`src/hw/timer8_pkg.sv`:
```
// Purpose: shared constants and carriers of the 8-bit timer with shared prescaler
// Assumes: APB register access, four clocks of one quarter phase each per instruction cycle
// Notes: offsets are byte addresses of aligned 32-bit words
package timer8_pkg;

    // ****************************************
    // register map
    // ****************************************
    localparam logic [7:0] COUNT_OFS = 8'h00;
    localparam logic [7:0] CONFIG_OFS = 8'h04;
    localparam logic [7:0] IRQCTL_OFS = 8'h08;
    localparam logic [7:0] STATUS_OFS = 8'h0c;

    // ****************************************
    // field positions and reset values
    // ****************************************
    localparam int CFG_RATE_LSB = 0;
    localparam int CFG_RATE_W = 3;
    localparam int CFG_ASSIGN_BIT = 3;
    localparam int CFG_EDGE_BIT = 4;
    localparam int CFG_SRC_BIT = 5;
    localparam int CFG_ALT_BIT = 6;
    localparam int IRQ_FLAG_BIT = 0;
    localparam int IRQ_EN_BIT = 1;
    localparam logic [7:0] COUNT_RST = 8'h00;
    localparam logic [6:0] CONFIG_RST = 7'h00;
    localparam logic [7:0] COUNT_WRAP = 8'hff;
    localparam logic [7:0] RATE_MASK_FULL = 8'hff;
    localparam logic [2:0] RATE_MAX = 3'h7;

    // ****************************************
    // timing
    // ****************************************
    localparam int CLK_PERIOD_NS = 100;
    localparam int QUARTERS_PER_CYCLE = 4;
    localparam int INSTR_CYCLE_NS = CLK_PERIOD_NS * QUARTERS_PER_CYCLE;
    localparam logic [1:0] HOLDOFF_CYCLES = 2'h2;

    // ****************************************
    // types
    // ****************************************
    typedef enum logic [1:0] {PH_FIRST, PH_SECOND, PH_THIRD, PH_FOURTH} phase_t;

    typedef struct packed {
        logic altSource;
        logic countSourceSelect;
        logic edgeSelect;
        logic prescalerAssign;
        logic [2:0] prescaleRate;
    } config_t;

    typedef struct packed {
        logic psel;
        logic penable;
        logic pwrite;
        logic [7:0] paddr;
        logic [31:0] pwdata;
    } apbReq_t;

    typedef struct packed {
        logic pready;
        logic pslverr;
        logic [31:0] prdata;
    } apbRsp_t;

endpackage

```
`src/hw/timer8_with_shared_prescaler.sv`:
```
// Purpose: 8-bit timer/counter with a prescaler shared with the watchdog, APB registers
// Assumes: ref_clk is one quarter phase; four clocks make one instruction cycle
// Notes: the watchdog itself lives outside; it gets its tick through this block
//
// Notes on behaviour
// - In timer mode with no prescaler the count rises by one each instruction cycle.
// - A write to the count blocks increments for the next two instruction cycles.
// - In counter mode with no prescaler the count advances on each chosen edge of the chosen external source.
// - With counter mode on, the alt bit picks the clock pin at 0 and the sense osc at 1.
// - The edge bit picks rising or falling edges for either external source.
// - The prescaler serves either the timer or the watchdog; assign bit 0 means timer.
// - Assigned to the timer, the rate field picks one of eight ratios from 1:2 to 1:256.
// - A 1:1 timer rate comes only from giving the prescaler to the watchdog.
// - Software cannot see the prescaler; a count write clears it while the timer owns it.
// - With the watchdog owning it, the clear-watchdog instruction clears the prescaler.
// - Each wrap of the count from FFh to 00h sets the overflow flag regardless of enable.
// - The interrupt is raised only when the flag and its enable are both set.
// - Hardware never clears the flag; software clears it by writing the flag bit as zero.
// - In sleep the count is frozen, so no overflow and no wake by this timer.
// - In counter mode the prescaler output is sampled in the second and fourth quarters.
`timescale 1ns/1ps

module timer8_with_shared_prescaler (
    input wire logic ref_clk,
    input wire logic resetn,
    input wire timer8_pkg::apbReq_t apbReq,
    output timer8_pkg::apbRsp_t apbRsp,
    input wire logic extClockPin,
    input wire logic capSenseOsc,
    input wire logic sleepMode,
    input wire logic clearWatchdogInstr,
    input wire logic watchdogTickIn,
    output logic watchdogTickOut,
    output logic timerIrq
);
    import timer8_pkg::*;

    // ****************************************
    // reset release
    // ****************************************
    logic [1:0] rstSync_q;
    logic rstn;

    always_ff @(posedge ref_clk or negedge resetn) begin
        if (!resetn) begin
            rstSync_q <= 2'h0;
        end else begin
            rstSync_q <= {rstSync_q[0], 1'b1};
        end
    end

    assign rstn = rstSync_q[1];

    // ****************************************
    // state
    // ****************************************
    phase_t phase_q, phase_d;
    logic [7:0] count_q;
    logic [7:0] prescale_q;
    logic [1:0] holdoff_q;
    logic pending_q;
    logic flag_q;
    logic irqEnable_q;
    config_t cfg_q;
    logic [1:0] pinSync_q;
    logic [1:0] oscSync_q;
    logic srcLevel_q;
    logic pready_q;
    logic pslverr_q;
    logic [31:0] prdata_q;
    logic irq_q;
    logic wdtTick_q;

    // ****************************************
    // quarter phase sequencer
    // ****************************************
    always_comb begin
        unique case (phase_q)
            PH_FIRST: phase_d = PH_SECOND;
            PH_SECOND: phase_d = PH_THIRD;
            PH_THIRD: phase_d = PH_FOURTH;
            PH_FOURTH: phase_d = PH_FIRST;
        endcase
    end

    wire cycleEnd = (phase_q == PH_FOURTH);
    wire syncSlot = (phase_q == PH_SECOND) || (phase_q == PH_FOURTH);

    // ****************************************
    // apb decode
    // ****************************************
    wire apbAccess = apbReq.psel && apbReq.penable;
    wire apbDone = apbAccess && pready_q;
    wire hitCount = (apbReq.paddr == COUNT_OFS);
    wire hitConfig = (apbReq.paddr == CONFIG_OFS);
    wire hitIrq = (apbReq.paddr == IRQCTL_OFS);
    wire hitStatus = (apbReq.paddr == STATUS_OFS);
    wire hitAny = hitCount || hitConfig || hitIrq || hitStatus;
    wire wrStrobe = apbDone && apbReq.pwrite;
    wire wrCount = wrStrobe && hitCount;
    wire wrConfig = wrStrobe && hitConfig;
    wire wrIrq = wrStrobe && hitIrq;

    // ****************************************
    // external source selection and edges
    // ****************************************
    wire timerOwnsPre = !cfg_q.prescalerAssign;
    wire counterMode = cfg_q.countSourceSelect;
    wire extRaw = cfg_q.altSource ? oscSync_q[1] : pinSync_q[1];
    wire srcLevel = extRaw ^ cfg_q.edgeSelect;
    wire extEdge = srcLevel && !srcLevel_q;

    // ****************************************
    // shared prescaler
    // ****************************************
    wire [7:0] rateMask = RATE_MASK_FULL >> (RATE_MAX - cfg_q.prescaleRate);
    wire timerSrcTick = counterMode ? extEdge : cycleEnd;
    // in sleep the timer side of the prescaler stops too, so nothing piles up
    wire preInTick = timerOwnsPre ? (timerSrcTick && !sleepMode) : watchdogTickIn;
    wire preTerminal = ((prescale_q & rateMask) == rateMask);
    wire preOutTick = preInTick && preTerminal;
    wire preClear = (timerOwnsPre && wrCount) || (!timerOwnsPre && clearWatchdogInstr);
    wire timerTick = timerOwnsPre ? preOutTick : timerSrcTick;
    wire wdtTick = timerOwnsPre ? watchdogTickIn : preOutTick;

    // ****************************************
    // increment decision
    // ****************************************
    wire holdoffActive = (holdoff_q != 2'h0);
    wire cntModeInc = counterMode && (pending_q || timerTick) && syncSlot;
    wire tmrModeInc = !counterMode && timerTick;
    wire incCount = (cntModeInc || tmrModeInc) && !holdoffActive && !sleepMode;
    wire overflowEv = incCount && (count_q == COUNT_WRAP) && !wrCount;

    // ****************************************
    // register read mux
    // ****************************************
    wire [31:0] cfgWord = {25'h000_0000, cfg_q};
    wire [31:0] irqWord = {30'h0000_0000, irqEnable_q, flag_q};
    wire [31:0] statusWord = {27'h000_0000, holdoff_q, phase_q, pending_q};
    wire [31:0] readWord = hitCount ? {24'h00_0000, count_q} :
                           hitConfig ? cfgWord :
                           hitIrq ? irqWord :
                           hitStatus ? statusWord : 32'h0000_0000;

    // ****************************************
    // next values
    // ****************************************
    wire flagCleared = wrIrq && !apbReq.pwdata[IRQ_FLAG_BIT];
    wire flag_d = overflowEv || (flag_q && !flagCleared);
    wire [7:0] count_d = wrCount ? apbReq.pwdata[7:0] :
                         incCount ? 8'(count_q + 8'h01) : count_q;
    wire [7:0] prescale_d = preClear ? 8'h00 :
                            preInTick ? 8'(prescale_q + 8'h01) : prescale_q;
    wire [1:0] holdoff_d = wrCount ? HOLDOFF_CYCLES :
                           (holdoffActive && cycleEnd) ? 2'(holdoff_q - 2'h1) : holdoff_q;
    // counter edges wait here for the next sampling quarter
    wire pending_d = (wrCount || !counterMode) ? 1'b0 :
                     (cntModeInc && !holdoffActive && !sleepMode) ? 1'b0 :
                     (pending_q || timerTick);
    wire irq_d = flag_d && irqEnable_q;

    // ****************************************
    // synchronisers
    // ****************************************
    always_ff @(posedge ref_clk or negedge rstn) begin
        if (!rstn) begin
            pinSync_q <= 2'h0;
            oscSync_q <= 2'h0;
        end else begin
            pinSync_q <= {pinSync_q[0], extClockPin};
            oscSync_q <= {oscSync_q[0], capSenseOsc};
        end
    end

    // ****************************************
    // timer core
    // ****************************************
    always_ff @(posedge ref_clk or negedge rstn) begin
        if (!rstn) begin
            phase_q <= PH_FIRST;
            srcLevel_q <= 1'b0;
            count_q <= COUNT_RST;
            prescale_q <= 8'h00;
            holdoff_q <= 2'h0;
            pending_q <= 1'b0;
        end else begin
            phase_q <= phase_d;
            srcLevel_q <= srcLevel;
            count_q <= count_d;
            prescale_q <= prescale_d;
            holdoff_q <= holdoff_d;
            pending_q <= pending_d;
        end
    end

    // ****************************************
    // registers and interrupt
    // ****************************************
    always_ff @(posedge ref_clk or negedge rstn) begin
        if (!rstn) begin
            cfg_q <= CONFIG_RST;
            irqEnable_q <= 1'b0;
            flag_q <= 1'b0;
            irq_q <= 1'b0;
            wdtTick_q <= 1'b0;
        end else begin
            if (wrConfig) begin
                cfg_q <= apbReq.pwdata[6:0];
            end
            if (wrIrq) begin
                irqEnable_q <= apbReq.pwdata[IRQ_EN_BIT];
            end
            flag_q <= flag_d;
            irq_q <= irq_d;
            wdtTick_q <= wdtTick;
        end
    end

    // ****************************************
    // apb response, one wait state per access
    // ****************************************
    always_ff @(posedge ref_clk or negedge rstn) begin
        if (!rstn) begin
            pready_q <= 1'b0;
            pslverr_q <= 1'b0;
            prdata_q <= 32'h0000_0000;
        end else begin
            pready_q <= apbAccess && !pready_q;
            pslverr_q <= apbAccess && !pready_q && !hitAny;
            prdata_q <= (apbAccess && !pready_q && !apbReq.pwrite) ? readWord : 32'h0000_0000;
        end
    end

    assign apbRsp.pready = pready_q;
    assign apbRsp.pslverr = pslverr_q;
    assign apbRsp.prdata = prdata_q;
    assign timerIrq = irq_q;
    assign watchdogTickOut = wdtTick_q;

endmodule

```
`config.mk`:
```
export PLATFORM = sky130hd
export DESIGN_NAME = timer8_with_shared_prescaler
export DESIGN_NICKNAME = d
export VERILOG_FILES = /design/src/hw/timer8_pkg.sv /design/src/hw/timer8_with_shared_prescaler.sv
export SDC_FILE = /design/constraint.sdc
export NUM_CORES = 1
export LEC_CHECK = 0
export BUFFER_PORTS_ARGS = -buffer_cell sky130_fd_sc_hd__buf_4
export CAP_MARGIN = 25
export CORE_MARGIN = 1.5
export CORE_UTILIZATION = 55
export DETAILED_ROUTE_END_ITERATION = 16
export PLACE_DENSITY = 0.85
export SLEW_MARGIN = 20
export SYNTH_ARGS = -nofsm -noshare
export SYNTH_HDL_FRONTEND = slang
export SYNTH_SLANG_ARGS = --single-unit
```
`constraint.sdc`:
```
create_clock -name ref_clk -period 4.2 [get_ports ref_clk]
set_input_delay 0.21 -clock ref_clk [delete_from_list [all_inputs] [get_ports ref_clk]]
set_output_delay 0.21 -clock ref_clk [all_outputs]
set_load 0.005 [all_outputs]
```
==> metrics.md, run 1 <==
| Metric | Value |
|---|---|
| Setup CP Type | flip-flop to flip-flop |
| N_diodes | 0 |
| Post-Place Cell Area | 0.00289 sq mm |
| Post-layout nets | 354 |
| Fin util | 64.1% |
| Peak VDD IR | 0.247 mV |
| Wire per inst | 14.7 um |
| Vias | 1924 |
| Leak pwr | 0.00140 uW |
| Power Dens Cells | 357 mW/mm^2 |
| CTS buffer count | 5 |
| Initial Utilization | 57.0% |
| Die ar. | 0.00529 sq mm |
| Max Clock Skew | 0.0111 ns |
| Synthesized cell area | 0.00267 sq mm |
| Unrepaired setup endpoints after global routing | false |
| Final Cycle Share | 56.4% |
| P_int | 740 uW |
| Pins over their slew limit | 0 |
| Dpl ws | 1.87 ns |
| Routability-driven placement congestion ratio | 0.879 |
| Sw Pwr | 333 uW |
| First-pass GRT wire length | 8.84 mm |
| Clk pwr share | 25.9% |
| Sw Ratio | 31.1% |
| Relative slew margins | 55.4% |
| Post-cts sizing count | 0 |
| Initial antenna violation count | 0 |
| Placed Cells | 341 |
| Met2 wire length | 2.55 mm |
| Max Clock Freq | 423 MHz |
| Detail Route Antenna Nets | 0 |
| Fin. Hold Viols | 0 |
| Reg power frac | 56.6% |
| DR vias/cell | 5.47 |
| Yosys reg bits | 49 |
| Clk slew on worst S/H paths | 0.09 ns |
| GRT Util Overall | 22.1% |
| Drt pass-1 iters | 4 |
| Clock Latency Late Sink | 0.31 ns |
| Crit. End Element | flip-flop |
| Die height | 72.7 um |
| CTS tree | yes |
| Register area share after synthesis | 45.9% |
| Pin count of the biggest net entering global routing | 48 |
| Detailed placement HPWL | 3.73 mm |
| Unique masters post-synth | 56 |
| Clock buffer depth | 2 |
| Fin area | 0.00301 sq mm |
| Syn Inst Count | 259 |
| Status | finished clean |
| Worst Path Required | 4.40 ns |
| CORE AREA | 0.00469 sq mm |
| Wl on met1 | 2.23 mm |
| Congestion Overflow GR | 0 |
| Final setup viols | 0 |
| Iteration-0 DRC Markers | 173 |
| Site row count | 25 |
| Asr flop ratio synth | 100% |
| Die span in x | 72.7 um |
| Logic pwr share | 17.5% |
| Number of global-route vias before repair | 1928 |
| Post-route minimum period | 2.37 ns |
| Share of layout cells above drive strength 1 | 21.8% |
| Max cap viols | 0 |
| Filler-free cell count of the finished design | 352 |
| Top fanout value on the critical path | 5 |
| Min-delay worst type | input port to flip-flop |
| Post-synth top flop | dfrtp_1 |
| Met3 WL post-DR | 259 um |
| Detailed Route WL | 5.17 mm |
| Synthesized area per cell | 10.3 sq um |
| Clock root buffer | clkbuf_8 |
| Clk sinks | 49 |
| Crit path DAT | 2.57 ns |
| # H-tree levels | 2 |
| Area growth from synthesis to layout | 12.4% |
| Setup TNS | 0 ns |
| DR top layer | met4 |
| DRC viols | 0 |
| Number of synthesized flops with an enable pin | 0 |
| Worst slew pin tran | 0.668 ns |
| Worst Setup Start Kind | flip-flop |
| Input/output buffers | 37 |
| Io pins | 86 |
| Synth warn | 0 |
| PnR worst setup slack | 1.83 ns |
==> registers in the layout, summed over array words and instances (netlist names) <==
register,count
count_q,8
prdata_q,8
prescale_q,8
cfgWord,6
holdoff_q,2
oscSync_q,2
phase_q,2
pinSync_q,2
rstSync_q,2
counterMode,1
flag_q,1
irqEnable_q,1
pending_q,1
pready_q,1
pslverr_q,1
srcLevel_q,1
timerIrq,1
watchdogTickOut,1
==> cell usage after synthesis (all sizes together) (5+ instances only) <==
master	instances	area, sq um
a2111oi	5	43.8
inv	7	26.3
ha	7	87.6
dfrtp	49	1230
nor3	7	45.0
xor2	7	61.3
a21oi	6	30.0
buf	27	206
mux2	9	105
nand2	20	75.1
nand3	5	30.0
mux2i	7	73.8
xnor2	7	68.8
o21ai	17	92.6
clkbuf	6	22.5
or3	5	31.3
nor2	29	111
==> layout by cell type, fill, tap and decap left out, types with 2 or more instances in the layout <==
cell type | synthesis | routed
nor2_1 | 28 | 28
conb_1 | 2 | 25
mux2_2 | 4 | 4
o2111ai_1 | 2 | 2
mux2_1 | 4 | 4
clkbuf_8 | 0 | 5
a21oi_1 | 6 | 6
and4_1 | 3 | 3
nor3_2 | 2 | 2
nor3_1 | 5 | 5
or3_1 | 5 | 5
dfrtp_1 | 49 | 48
dlygate4sd3_1 | 0 | 3
nand3_1 | 4 | 4
nor4_2 | 2 | 2
nor2b_1 | 2 | 2
inv_1 | 7 | 7
mux2i_1 | 6 | 6
and2_1 | 2 | 2
xor2_1 | 7 | 7
clkinvlp_4 | 0 | 2
o21ai_2 | 2 | 2
a2111oi_0 | 5 | 5
buf_4 | 26 | 38
nand2b_1 | 4 | 4
o21ai_0 | 5 | 5
ha_1 | 7 | 7
xnor2_1 | 6 | 6
o21ai_1 | 10 | 10
nand2_1 | 20 | 20
==> routing by layer <==
metal	GRT usage [%]	up-vias
met2	36.2	55
met1	27.9	929
met5	0	-
met4	9.85	0
met3	5.39	12
li1	-	928
==> layout make-up <==
cell class              instances  area, sq um
fillers                       399         1690
multi-input cells             193         1280
flip-flops and latches         49         1230
repair buffers                 41          315
clock buffers                   6         72.6
well taps                      54         67.6
inverters                       7         26.3
clock inverters                 2         15.0
==> logic make-up after synthesis <==
group                      Yosys count  synth area share, %
AOI/OAI and AO/OA                   41                 11.0
xor gates and xnor gates            14                 4.87
adders and majority gates            7                 3.28
buffers and inverters               40                 9.55
DFF                                 49                 45.9
muxes                               16                 6.69
other                                2                0.281
and+or+nand+nor                     90                 18.5
==> worst max-delay path: stages, from the launching register on <==
cell	delay [ns]
dfrtp_1	0.44
inv_1	0.11
ha_1	0.16
nor2_1	0.05
nor3b_1	0.55
nand3_2	0.19
a211oi_4	0.36
o2111ai_2	0.17
xnor2_1	0.17
o21ai_1	0.07
==> power by group through the flow <==
stage	registers [uW]	clock network, uW	logic, uW
floorplan	596	0	156
global placement	613	0	176
detailed placement	616	0	184
CTS	607	285	189
global route	621	307	217
finish	607	278	188
==> stage by stage <==
stage | power [uW] | hold WS (ns)
3_5_place_dp | 800 | -0.00617
6_report | 1070 | 0.0652
4_1_cts | 1080 | 0.0587
3_3_place_gp | 788 | -0.00749
2_1_floorplan | 752 | -0.0856
5_1_grt | 1140 | 0.0651
==> timing repair <==
action                                  4_1_cts  5_1_grt
setup buffers                                 0        0
endpoints found under the hold margin         4        0
endpoints found under the setup margin        0        0
hold buffers                                  3        0
==> worst paths after layout <==
kind	endpoint	slack, ns	cells past startpoint	start
max	count_q[7]	1.83	9	phase_q[1]
min	prdata_q[7]	0.07	2	apbReq[40]
max reg2reg	count_q[7]	1.83	9	phase_q[1]
min reg2reg	count_q[5]	0.35	0	rstSync_q[1]
max in group asynchronous	oscSync_q[1]	3.45	0	rstSync_q[1]
min in group asynchronous	rstSync_q[1]	0.20	2	resetn
No activity file was read; power rests on OpenSTA's default activity.
==> run 2, diff against run 1 <==
- CORE_UTILIZATION: 55 -> 51
- PLACE_DENSITY: 0.85 -> 0.8
- clock period: 4.2 -> 2.5 ns (I/O delays scaled with it)
==> metrics.md, run 2 (synthesis results as in run 1) <==
| Metric | Value |
|---|---|
| Congestion Overflow GR | 0 (unchanged) |
| CORE AREA | 0.00507 sq mm (+8.2%) |
| Pin count of the biggest net entering global routing | 48 (unchanged) |
| Status | finished clean |
| Unrepaired setup endpoints after global routing | false |
| Largest delay contributor family on the critical path | compound AO/OA/AOI/OAI gates |
| DR vias/cell | 5.21 (-4.6%) |
| Setup CP Type | flip-flop to flip-flop |
| Hold path depth | 3 (+1) |
| HP Start | apbReq[7] |
| Vias | 1934 (+0.52%) |
| Min-delay worst type | input port to flip-flop |
| First-pass GRT wire length | 8.64 mm (-2.3%) |
| Leak pwr | 0.00143 uW (+2.2%) |
| Fin area | 0.00306 sq mm (+1.9%) |
| Final setup viols | 0 (unchanged) |
| # H-tree levels | 2 (unchanged) |
| CP Cell Sequence | mux2i_2 -> xnor2_2 -> a31oi_1 -> o31a_1 -> nor4_4 -> xnor2_1 -> nor2_1 |
| Relative slew margins | 60.1% (+4.7 points) |
| Clk pwr share | 27.7% (+1.8 points) |
| Wire per inst | 13.9 um (-5.2%) |
| Max cap viols | 0 (unchanged) |
| Worst Path Required | 2.68 ns (-1.72 ns) |
| Max Clock Freq | 457 MHz (+8.2%) |
| Top fanout value on the critical path | 10 (+5) |
| Area growth from synthesis to layout | 14.5% |
| Worst slew pin tran | 0.594 ns (-0.0734 ns) |
| Commonest non-fill, non-tap cell in the layout | dfrtp_1 |
| Logic pwr share | 18.2% (+0.7 points) |
| Detailed placement HPWL | 3.82 mm (+2.5%) |
| Worst Setup Start Kind | flip-flop |
| Drt pass-1 iters | 4 (unchanged) |
| Die height | 75.4 um (+3.7%) |
| Routability-driven placement congestion ratio | 0.895 (+1.8%) |
| FF-to-FF Start | cfgWord[6] |
| Worst R2R End | prescale_q[7] |
| Hold EP | count_q[7] |
| Input/output buffers | 37 (unchanged) |
| Post-route minimum period | 2.19 ns (-0.179 ns) |
| CTS buffer count | 5 (unchanged) |
| Detail Route Antenna Nets | 0 (unchanged) |
| Clock Latency Late Sink | 0.31 ns (about the same) |
| Max incr delay on CP | 0.44 ns (-0.11 ns) |
| Site row count | 26 (+4.0%) |
| Number of global-route vias before repair | 1871 (-3.0%) |
| Clk slew on worst S/H paths | 0.09 ns (about the same) |
| DRC viols | 0 (unchanged) |
| Post-layout nets | 357 (+0.85%) |
| Reg2reg path depth | 7 (-2) |
| P_int | 1300 uW (+76%) |
| Clk sinks | 49 (unchanged) |
| Post-Place Cell Area | 0.00292 sq mm (+1.2%) |
| N_diodes | 0 (unchanged) |
| Crit path DAT | 2.37 ns (-0.20 ns) |
| Iteration-0 DRC Markers | 171 (-1.2%) |
| Initial antenna violation count | 0 (unchanged) |
| Die span in x | 75.4 um (+3.7%) |
| Final Cycle Share | 87.5% (+31 points) |
| Crit. End Element | flip-flop |
| FF-to-FF setup slack | 0.31 ns (-1.52 ns) |
| CP max stage cell | dfrtp_1 |
| Reg power frac | 54.1% (-2.5 points) |
| Post-CTS Setup Inserts | 0 (unchanged) |
| Die ar. | 0.00569 sq mm (+7.5%) |
| Clock buffer depth | 2 (unchanged) |
| Sw Pwr | 560 uW (+68%) |
| Pins over their slew limit | 0 (unchanged) |
| Share of layout cells above drive strength 1 | 22.6% (+0.78 points) |
| GRT Util Overall | 20.2% (-1.9 points) |
| Detailed Route WL | 5.17 mm (about the same) |
| Setup TNS | 0 ns (unchanged) |
| Power Dens Cells | 608 mW/mm^2 (+70%) |
| Largest regs | count_q (8), prdata_q (8), prescale_q (8) |
| Io pins | 86 (unchanged) |
| Fin. Hold Viols | 0 (unchanged) |
| Most frequent cells in the layout | dfrtp_1, buf_4, nor2_1, conb_1, nand2_1 |
| Number of buffers and inverters on the critical path | 0 (-1) |
| Sw Ratio | 30.1% (-0.97 points) |
| Max Clock Skew | 0.00510 ns (-0.00603 ns) |
| Peak VDD IR | 0.341 mV (+38%) |
| Clock root buffer | clkbuf_8 |
| Initial Utilization | 52.7% (-4.3 points) |
| CTS tree | yes |
run 2: changes by cell type in the layout (fill, tap and decap cells not counted), sizes merged:
cell and change:
buf +2, clkinvlp -2, dlygate4sd3 +1, clkbuf +1, clkinv +1
run 2: worst max path at each step:
stage	start	to	slack (ns)	depth (start not counted)
2_1_floorplan	phase_q[1]	count_q[7]	0.49	9
3_3_place_gp	cfgWord[6]	prescale_q[7]	0.38	7
3_5_place_dp	cfgWord[6]	prescale_q[7]	0.32	7
4_1_cts	cfgWord[6]	prescale_q[7]	0.30	7
5_1_grt	cfgWord[6]	prescale_q[7]	0.14	7
6_report	cfgWord[6]	prescale_q[7]	0.31	7
run 2: power groups by stage:
stage / combinational [uW] / sequential [uW] / clock [uW]
final: 339 / 1010 / 515
after detailed placement: 335 / 1020 / 0
after floorplan: 263 / 1000 / 0
after global routing: 391 / 1020 / 547
after global placement: 313 / 1010 / 0
after CTS: 342 / 1010 / 525
run 2: final cells by class:
type,instances,area (sq um)
fillers,465,2010
multi-input cells,193,1280
flip-flops and latches,49,1230
repair buffers,44,340
clock buffers,7,96.3
well taps,70,87.6
inverters,7,26.3
clock inverters,1,5.00
run 2: per-stage QoR:
| step | power, uW | setup WS [ns] | cells | hold WS [ns] | util (%) |
|---|---|---|---|---|---|
| after detailed placement | 1360 | 0.323 | 359 | -0.0923 | 57.5 |
| after CTS | 1870 | 0.298 | 371 | 0.0150 | 60.3 |
| after global routing | 1960 | 0.138 | 371 | 0.0454 | 60.3 |
| final | 1860 | 0.312 | 371 | 0.0238 | 60.3 |
| after floorplan | 1260 | 0.486 | 282 | -0.171 | - |
| after global placement | 1330 | 0.376 | 359 | -0.0921 | 57.5 |
run 2: routing by layer:
metal / global-route usage [%] / up-vias / wire, um
li1: - / 926 / -
met1: 27.9 / 948 / 2290
met2: 32.3 / 53 / 2560
met3: 4.63 / 7 / 253
met4: 5.56 / 0 / 67
met5: 0 / - / 0
run 2: tightest hold or removal path, cell delays in order:
cell	delay [ns]
buf_4	0.08
nand2_1	0.03
o21ai_1	0.06
run 2: timing repair:
action                                  in CTS  in global routing
hold buffers                                 4                  0
gates resized for setup                      0                  0
endpoints found under the setup margin       0                  0
endpoints found under the hold margin        5                  0
==> run 3, diff against run 2 <==
- ABC_AREA: not set -> 1
==> metrics.md, run 3 <==
| Metric | Value |
|---|---|
| Vias | 2206 (+14%) |
| Post-CTS Setup Inserts | 0 (unchanged) |
| Clock buffer depth | 2 (unchanged) |
| Filler-free cell count of the finished design | 454 (+22%) |
| Crit. Startpoint | prescale_q[2] |
| Worst hold slack | 0.0589 ns (+0.0351 ns) |
| Leak pwr | 0.00160 uW (+11%) |
| Top cell type's share of synthesized area | 44.7% (-1.2 points) |
| Initial Utilization | 53.4% (+0.67 points) |
| Power Dens Cells | 586 mW/mm^2 (-3.5%) |
| Worst Setup Start Kind | flip-flop |
| Yosys reg bits | 49 (unchanged) |
| Max Clock Freq | 492 MHz (+7.6%) |
| Fin. Hold Viols | 0 (unchanged) |
| Largest regs | count_q (8), prdata_q (8), prescale_q (8) |
| FF-to-FF Start | prescale_q[2] |
| Site row count | 26 (unchanged) |
| Die span in x | 76.3 um (+1.2%) |
| Detailed placement HPWL | 3.87 mm (+1.4%) |
| Number of global-route vias before repair | 2093 (+12%) |
| Syn Inst Count | 343 (+32%) |
| Drt pass-1 iters | 4 (unchanged) |
| Min-delay worst type | input port to flip-flop |
| First-pass GRT wire length | 8.67 mm (+0.32%) |
| Max cap viols | 0 (unchanged) |
| CP endpoint | count_q[2] |
| Met3 WL post-DR | 301 um (+19%) |
| Max Clock Skew | 0.00951 ns (+0.00441 ns) |
| Relative slew margins | 60.1% (about the same) |
| Detail Route Antenna Nets | 0 (unchanged) |
| Synthesized area per cell | 8.00 sq um (-23%) |
| Unique masters post-synth | 34 (-39%) |
| Die height | 76.3 um (+1.2%) |
| PnR worst setup slack | 0.467 ns (+0.155 ns) |
| Top area cells in the synthesized netlist | dfrtp_1, nand2_1, buf_4, inv_1, o21ai_0 |
| Placed Cells | 443 (+23%) |
| GRT Util Overall | 18.7% (-1.5 points) |
| Area growth from synthesis to layout | 12.9% |
| Top cells by count, synth | nand2_1, dfrtp_1, inv_1, o21ai_0, buf_4 |
| Routability-driven placement congestion ratio | 0.834 (-6.8%) |
| Pin count of the biggest net entering global routing | 48 (unchanged) |
| Commonest non-fill, non-tap cell in the layout | nand2_1 |
| Detailed Route WL | 5.21 mm (+0.74%) |
| Unrepaired setup endpoints after global routing | false |
| Top fanout value on the critical path | 11 (+1) |
| # H-tree levels | 2 (unchanged) |
| Area occupied by multi-input gates | 0.00119 sq mm (-7.0%) |
| N_diodes | 0 (unchanged) |
| Die ar. | 0.00583 sq mm (+2.5%) |
| Worst Path Required | 2.70 ns (+0.02 ns) |
| Most frequent cells in the layout | nand2_1, dfrtp_1, inv_1, buf_4, o21ai_0 |
| Clock root buffer | clkbuf_8 |
| Crit. End Element | flip-flop |
| Wl on met1 | 2.29 mm (+0.13%) |
| Iteration-0 DRC Markers | 146 (-15%) |
| Post-synth top flop | dfrtp_1 |
| Clk slew on worst S/H paths | 0.09 ns (about the same) |
| Synth warn | 0 (unchanged) |
| FF-to-FF setup slack | 0.47 ns (+0.16 ns) |
| DR top layer | met4 |
| Post-route minimum period | 2.03 ns (-0.155 ns) |
| Dpl ws | 0.495 ns (+0.172 ns) |
| Fin util | 60.2% (-0.082 points) |
| FILL cells | 479 (+3.0%) |
| Final setup viols | 0 (unchanged) |
| Initial antenna violation count | 0 (unchanged) |
| Crit path DAT | 2.23 ns (-0.14 ns) |
| Worst R2R End | count_q[2] |
| Register area | 0.00123 sq mm (+0.20%) |
| Count leader, synth | nand2_1 |
| Number of synthesized flops with an enable pin | 0 (unchanged) |
| Setup TNS | 0 ns (unchanged) |
| Input/output buffers | 37 (unchanged) |
| CORE AREA | 0.00514 sq mm (+1.3%) |
| DRC viols | 0 (unchanged) |
| Asr flop ratio synth | 100% (unchanged) |
| Pins over their slew limit | 0 (unchanged) |
| Post-layout nets | 440 (+23%) |
| Peak VDD IR | 0.466 mV (+37%) |
| Wire per inst | 11.5 um (-18%) |
| DR vias/cell | 4.86 (-6.8%) |
| Clock Latency Late Sink | 0.31 ns (about the same) |
| CTS buffer count | 5 (unchanged) |
| Met2 wire length | 2.55 mm (-0.39%) |
| Synthesized cell area | 0.00274 sq mm (+2.6%) |
| Final Cycle Share | 81.3% (-6.2 points) |
| Status | finished clean |
| Io pins | 86 (unchanged) |
| Clk sinks | 49 (unchanged) |
| CTS tree | yes |
| Register area share after synthesis | 44.7% (-1.2 points) |
| Share of layout cells above drive strength 1 | 15.9% (-6.7 points) |
| Worst slew pin tran | 0.599 ns (+0.00453 ns) |
| Congestion Overflow GR | 0 (unchanged) |
| Reg2reg path depth | 11 (+4) |
| Setup CP Type | flip-flop to flip-flop |
| Leading area contributor after synthesis | dfrtp_1 |
## run 3: cell types whose count changed after synthesis, moves of 6 or more
cell | previous run | this run
a21oi_1 | 6 | 14
inv_1 | 7 | 47
mux2i_1 | 6 | 0
nand2_1 | 20 | 76
nand3_1 | 4 | 23
o21ai_0 | 5 | 29
o21ai_1 | 10 | 0
xnor2_1 | 6 | 0
## run 3: worst min-delay path by stage
stage                         startpoint              end  slack [ns]  cells past startpoint
after detailed placement          resetn     rstSync_q[0]       -0.09                      1
after global routing           apbReq[0]       cfgWord[0]        0.08                      2
after floorplan                   resetn     rstSync_q[0]       -0.17                      0
after CTS                     apbReq[41]         pready_q        0.05                      3
after global placement            resetn     rstSync_q[0]       -0.09                      1
final                     watchdogTickIn  watchdogTickOut        0.06                      3
## run 3: worst max-delay path: stages (launching register included)
cell     delay (ns)
dfrtp_1        0.43
nand2_1        0.13
o21ai_0        0.09
nand3_1        0.09
a21oi_1        0.20
nand2_1        0.11
nand3_1        0.09
nand3_1        0.09
nand3_1        0.33
inv_1          0.21
nand2_1        0.10
nand2_1        0.06
## run 3: per-stage QoR
stage | power [uW] | cell area, sq um
global placement | 1330 | 2970
floorplan | 1270 | 2830
CTS | 1830 | 3090
finish | 1820 | 3100
detailed placement | 1350 | 2970
global route | 1930 | 3100
## run 3: area by class of cell
class,count,share of cell area (%)
sequential,49,39.7
clock buffer,5,2.22
clock inverter,3,0.687
tap,70,2.83
timing repair buffer,40,9.94
multi-input combinational,237,38.4
inverter,50,6.22
## run 3: routing by layer
metal,up-vias,track usage (%)
li1,1119,-
met1,1025,22.8
met2,56,31.7
met3,6,4.19
met4,0,8.33
met5,-,0
## run 3: logic make-up after synthesis
logic type	count (synthesis)	share of synthesized area, %
xor+xnor	4	1.28
compound gates	52	10.8
simple gates	148	24.2
flops	49	44.7
other cells	2	0.274
mux	1	0.411
fa+ha+maj	7	3.19
buf+inv	80	15.1
## run 3: power breakdown
part	switching, uW	internal [uW]	leakage, uW
registers	116	892	0.000638
clock network	275	199	0.0000445
logic	185	149	0.000913
total	575	1240	0.00160
## run 3: timing repair
item / 4_1_cts / 5_1_grt
hold buffers: 3 / 0
hold endpoints to repair: 4 / 0
resized for setup: 0 / 0
